$ cat src/design/cop_pkg.sv
// Constants, register map and carrier types of the watchdog unit.
// Assumes a word-addressed Avalon-MM slave port and a slow oscillator pin.
package cop_pkg;

  // ------------------------------------------------------------------
  // Register map (word indices on the bus)
  // ------------------------------------------------------------------
  localparam int unsigned ADDR_W      = 16;
  localparam int unsigned DATA_W      = 32;
  localparam logic [15:0] SERVICE_IDX = 16'hffff;
  localparam logic [15:0] OPTIONS_IDX = 16'hfff0;
  localparam logic [15:0] CAUSE_IDX   = 16'hfff1;
  localparam logic [15:0] CLEAR_IDX   = 16'hfff2;
  localparam logic [15:0] ENABLE_IDX  = 16'hfff3;
  localparam logic [15:0] COUNT_IDX   = 16'hfff4;

  // ------------------------------------------------------------------
  // Fields and reset values
  // ------------------------------------------------------------------
  localparam int unsigned OPT_DIS_BIT    = 0;
  localparam int unsigned OPT_RATE_BIT   = 1;
  localparam int unsigned OPT_STOPDIS_BIT = 2;
  localparam logic [2:0]  OPTIONS_RST    = 3'h0;
  localparam int unsigned CAUSE_W        = 2;
  localparam int unsigned CAUSE_WDOG_BIT = 0;
  localparam int unsigned CAUSE_ILL_BIT  = 1;
  localparam logic [1:0]  CAUSE_RST      = 2'h0;
  localparam int unsigned CNT_WAIT_BIT   = 8;
  localparam int unsigned CNT_STOP_BIT   = 9;
  localparam int unsigned CNT_RUN_BIT    = 10;

  // ------------------------------------------------------------------
  // Counter geometry and timing, in oscillator cycles
  // ------------------------------------------------------------------
  localparam int unsigned PRESC_W      = 12;
  localparam int unsigned WDOG_W       = 6;
  localparam int unsigned SVC_CLR_LO   = 4;
  localparam int unsigned ELAPSED_W    = PRESC_W + WDOG_W;
  localparam logic [17:0] TIMEOUT_LONG  = 18'h3ffff - 18'h0000f - 18'h00001 + 18'h00001;
  localparam logic [17:0] TIMEOUT_SHORT = 18'h02000 - 18'h00010;
  localparam int unsigned RST_PULSE_TICKS = 32;
  localparam int unsigned POR_TICKS       = 4096;

  typedef struct packed {
    logic stop_dis;
    logic rate;
    logic dis;
  } options_s;

  typedef struct packed {
    logic on_irq;
    logic on_rst;
  } vtst_s;

endpackage

$ cat src/design/cop_watchdog.sv
// Watchdog unit: prescaler, 6-bit timeout counter, reset pulse and cause flags.
// Assumes the oscillator pin is far slower than the system clock and
// that mode inputs come from logic on the system clock.
//
// Added by the designer: the Avalon-MM register port.
`timescale 1ns/1ps

// Overview of operation
// RULE_01: 6-bit counter stepped by 12-bit prescaler carry.
// RULE_02: Counter overflow issues a system reset.
// RULE_03: Rate bit picks short or long timeout.
// RULE_04: Service write clears counter and prescaler high.
// RULE_05: Service read returns reset vector low byte.
// RULE_06: Reset pin low 32 ticks, cause flag set.
// RULE_07: Prescaler cleared 4096 ticks after power-up.
// RULE_08: Internal reset clears prescaler and counter.
// RULE_09: Reset vector fetch clears the prescaler.
// RULE_10: Disable bit stops the watchdog.
// RULE_11: No processor interrupt; reset only.
// RULE_12: Monitor mode with test voltage disables.
// RULE_13: Counting continues in wait mode.
// RULE_14: Stop mode gates ticks, clears prescaler.
// RULE_15: Disabled stop instruction gives illegal-opcode reset.
// RULE_16: Break with test voltage on reset disables.
// RULE_17: Software services after reset and around stop.
// RULE_18: Software services from interrupt during wait.
// RULE_19: Service only on accepted write, exact address.
module cop_watchdog (
  input  wire logic                      CLK_SYS_I,
  input  wire logic                      RST_N_I,
  input  wire logic                      INTERNAL_OSC_CLOCK_I,
  input  wire logic [cop_pkg::ADDR_W-1:0] AVS_ADDRESS_I,
  input  wire logic                      AVS_READ_I,
  input  wire logic                      AVS_WRITE_I,
  input  wire logic [cop_pkg::DATA_W-1:0] AVS_WRITEDATA_I,
  input  wire logic [3:0]                AVS_BYTEENABLE_I,
  output logic      [cop_pkg::DATA_W-1:0] AVS_READDATA_O,
  output logic                           AVS_WAITREQUEST_O,
  input  wire logic [7:0]                VECTOR_LO_I,
  input  wire logic                      INT_RST_I,
  input  wire logic                      VECTOR_FETCH_I,
  input  wire logic                      STOP_EXEC_I,
  input  wire logic                      STOP_EXIT_I,
  input  wire logic                      WAIT_MODE_I,
  input  wire logic                      MONITOR_MODE_I,
  input  wire logic                      BREAK_STATE_I,
  input  wire cop_pkg::vtst_s            VTST_I,
  output logic                           RST_PIN_O,
  output logic                           RST_PIN_OE_N_O,
  output logic                           WDOG_RESET_O,
  output logic                           ILLOP_RESET_O,
  output logic                           STOP_MODE_O,
  output logic                           CAUSE_IRQ_O
);
  import cop_pkg::*;

  // ------------------------------------------------------------------
  // Declarations
  // ------------------------------------------------------------------
  logic [2:0]           internal_osc_clock_sync_q;
  vtst_s                vtst_meta_q;
  vtst_s                vtst_q;
  logic                 tick;
  logic                 tick_run;
  logic [12:0]          por_cnt_q;
  logic                 por_done_q;
  logic                 por_clear;
  logic                 ack_q;
  logic                 req;
  logic                 acc_wr;
  logic [DATA_W-1:0]    rdata_q;
  logic [DATA_W-1:0]    rdata_d;
  options_s             opt_q;
  logic [CAUSE_W-1:0]   cause_q;
  logic [CAUSE_W-1:0]   cause_en_q;
  logic [CAUSE_W-1:0]   cause_set;
  logic [CAUSE_W-1:0]   cause_clr;
  logic                 service;
  logic                 stop_q;
  logic                 stop_enter;
  logic                 illop_q;
  logic                 wdog_on;
  logic                 presc_clr_all;
  logic [PRESC_W-1:0]   presc;
  logic                 presc_carry;
  logic [WDOG_W-1:0]    wdog_q;
  logic [ELAPSED_W-1:0] elapsed_nx;
  logic [ELAPSED_W-1:0] timeout;
  logic                 overflow;
  logic                 fire_q;
  logic                 pulse_active;
  logic                 int_clear;

  // ------------------------------------------------------------------
  // Pin synchronisers and oscillator tick
  // ------------------------------------------------------------------
  // The oscillator is sampled, not used as a clock, so the whole unit
  // stays in one domain; its rate must stay well under half of ours.
  always_ff @(posedge CLK_SYS_I) begin
    if (!RST_N_I) begin
      internal_osc_clock_sync_q <= 3'h0;
    end else begin
      internal_osc_clock_sync_q <= {internal_osc_clock_sync_q[1:0], INTERNAL_OSC_CLOCK_I};
    end
  end

  always_ff @(posedge CLK_SYS_I) begin
    if (!RST_N_I) begin
      vtst_meta_q <= '0;
      vtst_q      <= '0;
    end else begin
      vtst_meta_q <= VTST_I;
      vtst_q      <= vtst_meta_q;
    end
  end

  assign tick     = internal_osc_clock_sync_q[1] & ~internal_osc_clock_sync_q[2];
  assign tick_run = tick & ~stop_q; // [RULE_14]

  // ------------------------------------------------------------------
  // Power-up settle count
  // ------------------------------------------------------------------
  // The settle count runs once after reset and then stands still.
  always_ff @(posedge CLK_SYS_I) begin
    if (!RST_N_I) begin
      por_cnt_q  <= 13'h0000;
      por_done_q <= 1'b0;
    end else if (!por_done_q && tick) begin
      por_cnt_q  <= por_cnt_q + 13'h0001;
      por_done_q <= (por_cnt_q == 13'(POR_TICKS - 1));
    end
  end

  assign por_clear = tick & ~por_done_q & (por_cnt_q == 13'(POR_TICKS - 1)); // [RULE_07]

  // ------------------------------------------------------------------
  // Avalon-MM slave: one wait state on every access
  // ------------------------------------------------------------------
  // A fixed single wait state lets read data come from a flip-flop
  // without a second decode path for the answer.
  assign req               = AVS_READ_I | AVS_WRITE_I;
  assign AVS_WAITREQUEST_O = req & ~ack_q;
  assign acc_wr            = AVS_WRITE_I & ack_q;
  assign AVS_READDATA_O    = rdata_q;

  always_ff @(posedge CLK_SYS_I) begin
    if (!RST_N_I) begin
      ack_q <= 1'b0;
    end else begin
      ack_q <= req & ~ack_q;
    end
  end

  // Unmapped words and the write-only clear word read as zero.
  always_comb begin
    rdata_d = '0;
    unique case (AVS_ADDRESS_I)
      SERVICE_IDX: rdata_d[7:0] = VECTOR_LO_I; // [RULE_05]
      OPTIONS_IDX: rdata_d[2:0] = opt_q;
      CAUSE_IDX:   rdata_d[CAUSE_W-1:0] = cause_q;
      ENABLE_IDX:  rdata_d[CAUSE_W-1:0] = cause_en_q;
      COUNT_IDX: begin
        rdata_d[WDOG_W-1:0]  = wdog_q;
        rdata_d[CNT_WAIT_BIT] = WAIT_MODE_I;
        rdata_d[CNT_STOP_BIT] = stop_q;
        rdata_d[CNT_RUN_BIT]  = wdog_on;
      end
      default:     rdata_d = '0;
    endcase
  end

  // Read data is captured in the waiting cycle and stands at the
  // edge where waitrequest is low.
  always_ff @(posedge CLK_SYS_I) begin
    if (!RST_N_I) begin
      rdata_q <= '0;
    end else if (AVS_READ_I && !ack_q) begin
      rdata_q <= rdata_d;
    end
  end

  // ------------------------------------------------------------------
  // Option register
  // ------------------------------------------------------------------
  // Writes to read-only or unmapped words are dropped without an error.
  always_ff @(posedge CLK_SYS_I) begin
    if (!RST_N_I) begin
      opt_q <= OPTIONS_RST; // [RULE_03]
    end else if (acc_wr && AVS_ADDRESS_I == OPTIONS_IDX && AVS_BYTEENABLE_I[0]) begin
      opt_q <= AVS_WRITEDATA_I[2:0];
    end
  end

  // Any byte lane and any data value counts as a service.
  assign service = acc_wr & (AVS_ADDRESS_I == SERVICE_IDX); // [RULE_19] [RULE_04]

  // ------------------------------------------------------------------
  // Stop mode and illegal stop
  // ------------------------------------------------------------------
  // A second stop instruction while already stopped is ignored.
  assign stop_enter = STOP_EXEC_I & ~opt_q.stop_dis & ~stop_q;

  always_ff @(posedge CLK_SYS_I) begin
    if (!RST_N_I) begin
      stop_q <= 1'b0;
    end else if (int_clear || STOP_EXIT_I) begin
      stop_q <= 1'b0;
    end else if (stop_enter) begin
      stop_q <= 1'b1; // [RULE_14]
    end
  end

  always_ff @(posedge CLK_SYS_I) begin
    if (!RST_N_I) begin
      illop_q <= 1'b0;
    end else begin
      illop_q <= STOP_EXEC_I & opt_q.stop_dis; // [RULE_15]
    end
  end

  // ------------------------------------------------------------------
  // Enable terms
  // ------------------------------------------------------------------
  // Wait mode is deliberately absent here: the count keeps running. [RULE_13]
  always_comb begin
    wdog_on = 1'b1;
    if (opt_q.dis) begin
      wdog_on = 1'b0; // [RULE_10]
    end
    if (MONITOR_MODE_I && (vtst_q.on_irq || vtst_q.on_rst)) begin
      wdog_on = 1'b0; // [RULE_12]
    end
    if (BREAK_STATE_I && vtst_q.on_rst) begin
      wdog_on = 1'b0; // [RULE_16]
    end
  end

  // ------------------------------------------------------------------
  // Prescaler and timeout counter
  // ------------------------------------------------------------------
  // Internal reset covers an external request, our own timeout reset and the illegal-stop reset.
  assign int_clear = INT_RST_I | fire_q | illop_q; // [RULE_08]

  // A service clears only the upper stages, through clr_hi_i; every
  // other source restarts the whole prescaler.
  assign presc_clr_all = int_clear
                       | VECTOR_FETCH_I // [RULE_09]
                       | por_clear
                       | stop_enter; // [RULE_14]

  cop_prescaler #(
    .WIDTH  (PRESC_W),
    .CLR_LO (SVC_CLR_LO)
  ) u_presc (
    .clk_i     (CLK_SYS_I),
    .rst_n_i   (RST_N_I),
    .tick_i    (tick_run),
    .clr_all_i (presc_clr_all),
    .clr_hi_i  (service),
    .count_o   (presc),
    .carry_o   (presc_carry)
  );

  // Holding the counter at zero while disabled gives a timeout, short by the
  // free-running prescaler's count, as soon as the watchdog is enabled again.
  always_ff @(posedge CLK_SYS_I) begin
    if (!RST_N_I) begin
      wdog_q <= '0;
    end else if (int_clear || service || !wdog_on) begin
      wdog_q <= '0; // [RULE_04] [RULE_08]
    end else if (presc_carry) begin
      wdog_q <= wdog_q + 1'b1; // [RULE_01]
    end
  end

  // The service clears only the upper prescaler stages, so the low
  // stages make the timeout short of a power of two.
  assign timeout    = opt_q.rate ? TIMEOUT_SHORT : TIMEOUT_LONG; // [RULE_03]
  assign elapsed_nx = {wdog_q, presc} + 1'b1;
  // A service or internal reset in the same cycle wins over the
  // overflow tick, so software that is just in time is not punished.
  assign overflow   = wdog_on
                    & tick_run
                    & ~service
                    & ~int_clear
                    & (elapsed_nx == timeout);

  always_ff @(posedge CLK_SYS_I) begin
    if (!RST_N_I) begin
      fire_q <= 1'b0;
    end else begin
      fire_q <= overflow; // [RULE_02]
    end
  end

  // The pulse counts every rising oscillator edge, even in stop mode, so a
  // started reset always runs to its end.
  cop_pulse_stretch #(
    .TICKS (RST_PULSE_TICKS)
  ) u_stretch (
    .clk_i    (CLK_SYS_I),
    .rst_n_i  (RST_N_I),
    .start_i  (fire_q),
    .tick_i   (tick),
    .active_o (pulse_active)
  );

  // ------------------------------------------------------------------
  // Reset cause flags and their event output
  // ------------------------------------------------------------------
  // This output marks recorded reset causes for a status controller;
  // it is not a processor interrupt request. [RULE_11]
  assign cause_set = {illop_q, fire_q}; // [RULE_06]
  assign cause_clr = (acc_wr && AVS_ADDRESS_I == CLEAR_IDX && AVS_BYTEENABLE_I[0])
                   ? AVS_WRITEDATA_I[CAUSE_W-1:0] : '0;

  // A set and a clear in one cycle leave the flag set, so no cause is lost.
  always_ff @(posedge CLK_SYS_I) begin
    if (!RST_N_I) begin
      cause_q <= CAUSE_RST;
    end else begin
      cause_q <= (cause_q & ~cause_clr) | cause_set;
    end
  end

  always_ff @(posedge CLK_SYS_I) begin
    if (!RST_N_I) begin
      cause_en_q <= CAUSE_RST;
    end else if (acc_wr && AVS_ADDRESS_I == ENABLE_IDX && AVS_BYTEENABLE_I[0]) begin
      cause_en_q <= AVS_WRITEDATA_I[CAUSE_W-1:0];
    end
  end

  assign CAUSE_IRQ_O = |(cause_q & cause_en_q);

  // ------------------------------------------------------------------
  // Outputs
  // ------------------------------------------------------------------
  // The pin is open drain: low is driven, high is left to the pull-up.
  assign RST_PIN_O      = 1'b0;
  assign RST_PIN_OE_N_O = ~pulse_active; // [RULE_06]
  assign WDOG_RESET_O   = pulse_active; // [RULE_02]
  assign ILLOP_RESET_O  = illop_q;
  assign STOP_MODE_O    = stop_q;

endmodule // cop_watchdog

$ cat src/design/cop_prescaler.sv
// Free-running prescaler counter stepped by oscillator ticks.
// Assumes tick_i is a one-cycle pulse in the system clock domain.
`timescale 1ns/1ps
module cop_prescaler #(
  parameter int unsigned WIDTH  = 12,
  parameter int unsigned CLR_LO = 4
) (
  input  wire logic             clk_i,
  input  wire logic             rst_n_i,
  input  wire logic             tick_i,
  input  wire logic             clr_all_i,
  input  wire logic             clr_hi_i,
  output logic      [WIDTH-1:0] count_o,
  output logic                  carry_o
);
  logic [WIDTH-1:0] count_q;
  logic [WIDTH-1:0] hi_mask;

  assign hi_mask = {{(WIDTH-CLR_LO){1'b0}}, {CLR_LO{1'b1}}};
  assign carry_o = tick_i & (&count_q) & ~clr_all_i & ~clr_hi_i;
  assign count_o = count_q;

  always_ff @(posedge clk_i) begin
    if (!rst_n_i) begin
      count_q <= '0;
    end else if (clr_all_i) begin
      count_q <= '0;
    end else if (clr_hi_i) begin
      count_q <= count_q & hi_mask;
    end else if (tick_i) begin
      count_q <= count_q + 1'b1;
    end
  end
endmodule // cop_prescaler

$ cat src/design/cop_pulse_stretch.sv
// Holds a reset request for a fixed number of oscillator ticks.
// Assumes start_i and tick_i are one-cycle pulses on the system clock.
`timescale 1ns/1ps
module cop_pulse_stretch #(
  parameter int unsigned TICKS = 32
) (
  input  wire logic clk_i,
  input  wire logic rst_n_i,
  input  wire logic start_i,
  input  wire logic tick_i,
  output logic      active_o
);
  localparam int unsigned CW = $clog2(TICKS + 1);
  localparam logic [CW-1:0] LOAD = CW'(TICKS);

  logic [CW-1:0] left_q;

  always_ff @(posedge clk_i) begin
    if (!rst_n_i) begin
      left_q <= '0;
    end else if (start_i) begin
      left_q <= LOAD;
    end else if (tick_i && left_q != '0) begin
      left_q <= left_q - 1'b1;
    end
  end

  assign active_o = (left_q != '0);
endmodule // cop_pulse_stretch

$ cat config.mk
export PLATFORM = sky130hd
export DESIGN_NAME = cop_watchdog
export DESIGN_NICKNAME = d
export VERILOG_FILES = /design/src/design/cop_pkg.sv /design/src/design/cop_watchdog.sv /design/src/design/cop_prescaler.sv /design/src/design/cop_pulse_stretch.sv
export SDC_FILE = /design/constraint.sdc
export NUM_CORES = 1
export LEC_CHECK = 0
export BUFFER_PORTS_ARGS = -buffer_cell sky130_fd_sc_hd__buf_2
export CAP_MARGIN = 20
export CORE_MARGIN = 2
export CORE_UTILIZATION = 40
export CTS_CLUSTER_SIZE = 40
export DETAILED_ROUTE_END_ITERATION = 10
export PLACE_DENSITY = 0.77
export SKIP_CTS_REPAIR_TIMING = 1
export SLEW_MARGIN = 5
export SYNTH_ARGS = -nofsm -noshare
export SYNTH_HDL_FRONTEND = slang
export SYNTH_SLANG_ARGS = --single-unit
$ cat constraint.sdc
create_clock -name CLK_SYS_I -period 2.6 [get_ports CLK_SYS_I]
set_input_delay 0.26 -clock CLK_SYS_I [delete_from_list [all_inputs] [get_ports CLK_SYS_I]]
set_output_delay 0.26 -clock CLK_SYS_I [all_outputs]
set_load 0.02 [all_outputs]
# == Word-level counts from Yosys, hierarchy flattened ==
# Index checks and enable logic that the tools add are counted.
# Widths: inputs -> output; s select.
# totals
input_bits,74
latchBits,0
wordCells,112
output_inout_bits,39
memories,0
ramBits,0
ff_bits,67
rom_bits,0
# classes
multipliers,0
bitwise,37
n_reduce_logical,28
n_mux,12
shifts,0
addsub,5
div,0
n_lt_le_gt_ge,0
eq_ne,8
# ops
operator,count
$eq 16x16->1 const B,6
$add 18x1->18 const B,1
$eq 18x18->1,1
$mux 18,1
$and 1x1->1,17
$add 13x1->13 const B,1
$eq 13x12->1 const B,1
$add 12x1->12 const B,1
$mux 6,2
$reduce_and 12->1,1
$logic_and 1x1->1,11
$not 1->1,10
$pmux 2 s5,1
$reduce_or 2->1,5
$add 6x1->6 const B,1
$or 1x1->1,6
$pmux 3 s2,1
$reduce_bool 6->1,1
$sub 6x1->6 const B,1
$and 2x2->2,2
$logic_or 1x1->1,4
$mux 2,2
$logic_not 1->1,3
$mux 1,3
7 further kinds,7

# == Logic depth before layout (Yosys ltp) ==
# logic_depth
ltp_word,9
mapped_depth,7
depth_no_buf,6

# == Cells and area by module ==
# From an unflattened synthesis, not the netlist that was laid out.
# unflattened
hier_cells,382
hier_area_um2,3360.7
# modules_own_cells
module,seq_area_each_um2,area_per_inst_um2,cells_each,instances
cop_watchdog,980.9,2434.8,277,1
cop_prescaler,240.2,603.1,68,1
cop_pulse_stretch,120.1,322.8,37,1

# == Worst setup path before layout ==
# OpenSTA, ideal clock, no wires.
# synth_timing
kind,reg2reg
startpoint,"register stop_q, in the netlist STOP_MODE_O"
endpoint,register wdog_q[4]
setup_ps,70
path_buffers,1
t_arrival_ps,1959
t_required_ps,2530
slack_ps,571
path_stages_with_launch,7
cell_sequence,dfxtp_1 -> or3b_4 -> nor4_2 -> o311ai_1 -> buf_6 -> or4_1 -> a21oi_1
# synth_between
elab_chain_len,6
word_cells_on_any_way,8
classes_between,bitwise (8)
# synth_rtl
element,line_no,rtl
from (decl),cop_watchdog.sv:79,logic stop_q;
from (signal assigned),cop_watchdog.sv:205,stop_q <= 1'b0;
from (signal assigned),cop_watchdog.sv:207,stop_q <= 1'b0;
from (signal assigned),cop_watchdog.sv:209,stop_q <= 1'b1;
$not 1->1 *,"cop_watchdog.sv:118, cop_watchdog.sv:201",
$and 1x1->1,cop_watchdog.sv:201,assign stop_enter = STOP_EXEC_I & ~opt_q.stop_dis & ~stop_q;
$or 1x1->1,cop_watchdog.sv:249,| stop_enter;
$not 1->1,cop_prescaler.sv:20,assign carry_o = tick_i & (&count_q) & ~clr_all_i & ~clr_hi_i;
$and 1x1->1 * (2 in a row),cop_prescaler.sv:20,
to (signal assigned),cop_watchdog.sv:272,wdog_q <= wdog_q + 1'b1;
to (decl),cop_watchdog.sv:86,logic [WDOG_W-1:0] wdog_q;
# Every way passes the cells marked *; elsewhere a longest branch is shown, timed or not.
# A chain may end at the register's enable or synchronous reset.

# == Final worst setup path ==
# layout_timing
startpoint,"register u_presc.count_q[0], in the netlist u_presc.count_o[0]"
endpoint,register fire_q
# layout_between
elab_chain_len,3
# layout_rtl
element,line_no,rtl
from (decl),cop_prescaler.sv:16,logic [WIDTH-1:0] count_q;
from (signal assigned),cop_prescaler.sv:29,count_q <= count_q & hi_mask;
from (signal assigned),cop_prescaler.sv:31,count_q <= count_q + 1'b1;
$add 18x1->18,cop_watchdog.sv:279,"assign elapsed_nx = {wdog_q, presc} + 1'b1;"
$eq 18x18->1,cop_watchdog.sv:286,& (elapsed_nx == timeout);
$and 1x1->1,cop_watchdog.sv:286,
to (signal assigned),cop_watchdog.sv:292,fire_q <= overflow;
to (decl),cop_watchdog.sv:90,logic fire_q;
# Every way passes these cells.

==> results by group <==
Yosys
  • Fraction of the yosys area taken by sequential cells: 39.2%
  • Post-synth ARST share: 0%
  • Synth Area in Compound Gates: 11.4%
  • Multiplexer area fraction after synthesis: 2.92%
  • Synth Flop Type: dfxtp_1
  • Post-Syn Area: 0.00342 mm^2
  • Simple-gate share of the synthesized area: 29.6%
  • EDFF count, synth: 0
  • Main combinational cell family by area after synthesis: simple AND/OR/NAND/NOR gates
  • Syn avg cell area: 8.85 um^2
  • Synthesized flop and latch total: 67
  • Xor-xnor portion of the synthesized cell area: 7.42%
  • Library cells used by synthesis: 56
  • Synth warn: 0
  • Cell count after synthesis: 387
  • Synth Area in Adders: 1.83%

Placement
  • Final GP Congestion: 0.867
  • Port Buf Inserts: 58
  • Dpl hpwl: 5330 um
  • Placed inst area: 0.00373 mm^2

Cells and area
  • Final instance area: 0.00393 mm^2
  • Filler cell count: 775
  • NumNets Final: 524
  • Area occupied by multi-input gates: 0.00191 mm^2
  • FF/Latch Area: 0.00134 mm^2
  • P&R area growth vs syn: 14.9%
  • Layout cells sized above 1: 19.8%
  • Ant diodes: 0

Pwr
  • Maximum vdd ir drop: 0.000541 V
  • Switch Pwr: 0.493 mW
  • P per Cell Area: 529 mW/mm^2
  • Combinational power share: 7.2%
  • Power Internal: 1.59 mW
  • Leakage: 1.53 nW
  • Switching Share: 23.7%
  • Clock group share of total power: 42.4%
  • Register share of total power: 50.4%

Die
  • Die H: 96.5 um
  • Io pins: 113
  • Die ar.: 0.00931 mm^2
  • # rows: 33
  • Core ar.: 0.00826 mm^2
  • Starting Density: 41.5%
  • DIE WIDTH: 96.5 um

Worst hold path
  • HP Class: input pin to register

Clock tree
  • Reg clk slew, reported paths: 0.06 ns
  • Clk sinks: 67
  • CTS buffer count: 9
  • Maximum clock path buffer count: 2
  • TritonCTS clock tree: built
  • CTS root buf: clkbuf_8
  • H-Tree Depth: 3
  • Clock latency on the worst-skew pair: 0.34 ns

Global route
  • Initial antenna violation count: 0
  • First-pass GRT wire length: 12200 um
  • Largest net degree at the start of global routing: 32
  • Met2 Use GR: 27.9%
  • Gr busiest metal: met2
  • GRT Overall Usage: 17.0%
  • Met3 usage: 4.19%
  • Met1 Usage GRT: 20.6%
  • GRT overflow: 0
  • Number of global-route vias before repair: 2766

Critical path
  • Worst Path Buf+Inv: 0
  • Internal reg-to-reg setup slack: 0.40 ns
  • Crit Path Category: register to register
  • Worst Path Required: 2.85 ns
  • Crit-path max cell delay: 0.55 ns
  • Worst path top cell family by delay: simple AND/OR/NAND/NOR gates
  • Worst Path Max Fanout: 6
  • CP max stage cell: or4_1
  • Critical path, cell by cell: ha_1 -> nand4_1 -> nor4_1 -> xnor2_1 -> or4_1 -> a211oi_2
  • CP arrival: 2.46 ns
  • Critical Path Sink Type: register
  • Setup crit start kind: register

Detailed routing
  • Total wire length: 7280 um
  • Vias: 2944
  • Drt wl/cell: 13.1 um
  • Drc violations: 0
  • Post-route ant nets: 0
  • DR pass1 iterations: 4
  • Via density per instance: 5.30
  • 1st-iter DRT viols: 171

Timing
  • Fin. Hold Viols: 0
  • Final worst path period share: 84.7%
  • Actual slew at the worst max-slew pin: 0.860 ns
  • Setup TNS: 0 ns
  • Tmin final: 2.20 ns
  • Skew final: 0.0101 ns
  • Final Max Slew Viols: 0
  • RSZ-0062 raised after global routing: no
  • Max Freq: 454 MHz
  • Final setup vio count: 0
  • Worst slew margin: 42.5%

Outcome
  • Status: complete, no violations

Flow run
  • Max cap viols: 0
[per-stage QoR]
stage | instances | utilization [%] | hold WS (ns) | setup WS (ns) | total power [mW]
CTS | 555 | 47.6 | 0.0943 | 0.391 | 2.10
finish | 555 | 47.6 | 0.110 | 0.398 | 2.08
global route | 555 | 47.6 | 0.0961 | 0.244 | 2.17
floorplan | 408 | - | 0.338 | 0.571 | 1.19
global placement | 539 | 45.2 | 0.416 | 0.465 | 1.22
detailed placement | 539 | 45.2 | 0.420 | 0.417 | 1.22
[final timing paths]
path | cells after the start | from | end
max reg2reg | 6 | u_presc.count_o[0] | fire_q
min | 2 | STOP_EXIT_I | STOP_MODE_O
min reg2reg | 1 | vtst_meta_q[1] | vtst_q[1]
max | 6 | u_presc.count_o[0] | fire_q
[power groups by stage]
stage | sequential, mW | combinational, mW | clock [mW]
after floorplan | 1.08 | 0.109 | 0
after global placement | 1.07 | 0.147 | 0
after detailed placement | 1.07 | 0.150 | 0
after CTS | 1.05 | 0.150 | 0.903
after global routing | 1.05 | 0.168 | 0.949
final | 1.05 | 0.151 | 0.881
[final cells by class]
| class | count | share of cell area (%) |
|---|---|---|
| Clock buffer | 12 | 3.95 |
| Clock inverter | 4 | 1.24 |
| Inverter | 6 | 0.573 |
| Multi-Input combinational cell | 298 | 48.5 |
| Sequential cell | 67 | 34.1 |
| Tap cell | 105 | 3.34 |
| Timing Repair Buffer | 63 | 8.34 |
[cells in the final DEF (no fill, tap or decap), types with 15 or more instances in the layout]
master,netlist,routed
nand2_1,23,23
nand3_1,15,15
dfxtp_1,67,67
and2_1,17,17
conb_1,1,22
nand4_1,16,16
nor2_1,36,36
xor2_1,18,18
buf_2,3,58
[state kept, by name, summed over array words and instances (netlist names), 2 cells and up]
name	flops
cause_en_q	2
u_stretch.left_q	6
cause_q	2
vtst_q	2
vtst_meta_q	2
internal_osc_clock_sync_q	3
AVS_READDATA_O	11
u_presc.count_o	12
por_cnt_q	13
opt_q	3
wdog_q	6
[layer usage]
layer / up-vias / part of all wire (%)
met4: 0 / 2.1
met5: - / 0
li1: 1455 / -
met3: 13 / 5.7
met2: 88 / 49
met1: 1388 / 43
[synthesized netlist by cell type, drive strengths merged (3+ instances only)]
cell / n / area [um^2]
nand2b: 3 / 18.8
nor2b: 13 / 81.3
nand2: 23 / 86.3
a21oi: 13 / 65.1
nand4: 17 / 121
o21a: 4 / 30.0
xor2: 18 / 158
or3: 4 / 26.3
o21ai: 10 / 50.0
and4: 3 / 26.3
a221oi: 3 / 26.3
a21boi: 7 / 52.6
clkbuf: 11 / 41.3
inv: 6 / 22.5
nor3b: 3 / 27.5
nand3: 16 / 92.6
and2: 17 / 106
xnor2: 11 / 96.3
o31ai: 5 / 37.5
dfxtp: 67 / 1340
ha: 5 / 62.6
nor4: 8 / 62.6
nor2: 36 / 135
o211ai: 3 / 22.5
and3: 5 / 31.3
buf: 26 / 191
nor3: 8 / 40.0
or4: 7 / 52.6
mux2i: 10 / 100
[kinds of logic (layout without fill, tap and decap cells)]
family	count (synthesis)	after routing
adders and majority gates	5	5
xor gates and xnor gates	29	29
and+or+nand+nor	175	175
muxes	10	10
AOI/OAI and AO/OA	57	57
other	1	22
DFF	67	67
buffers and inverters	43	85
(Power assumes the default switching activity.)
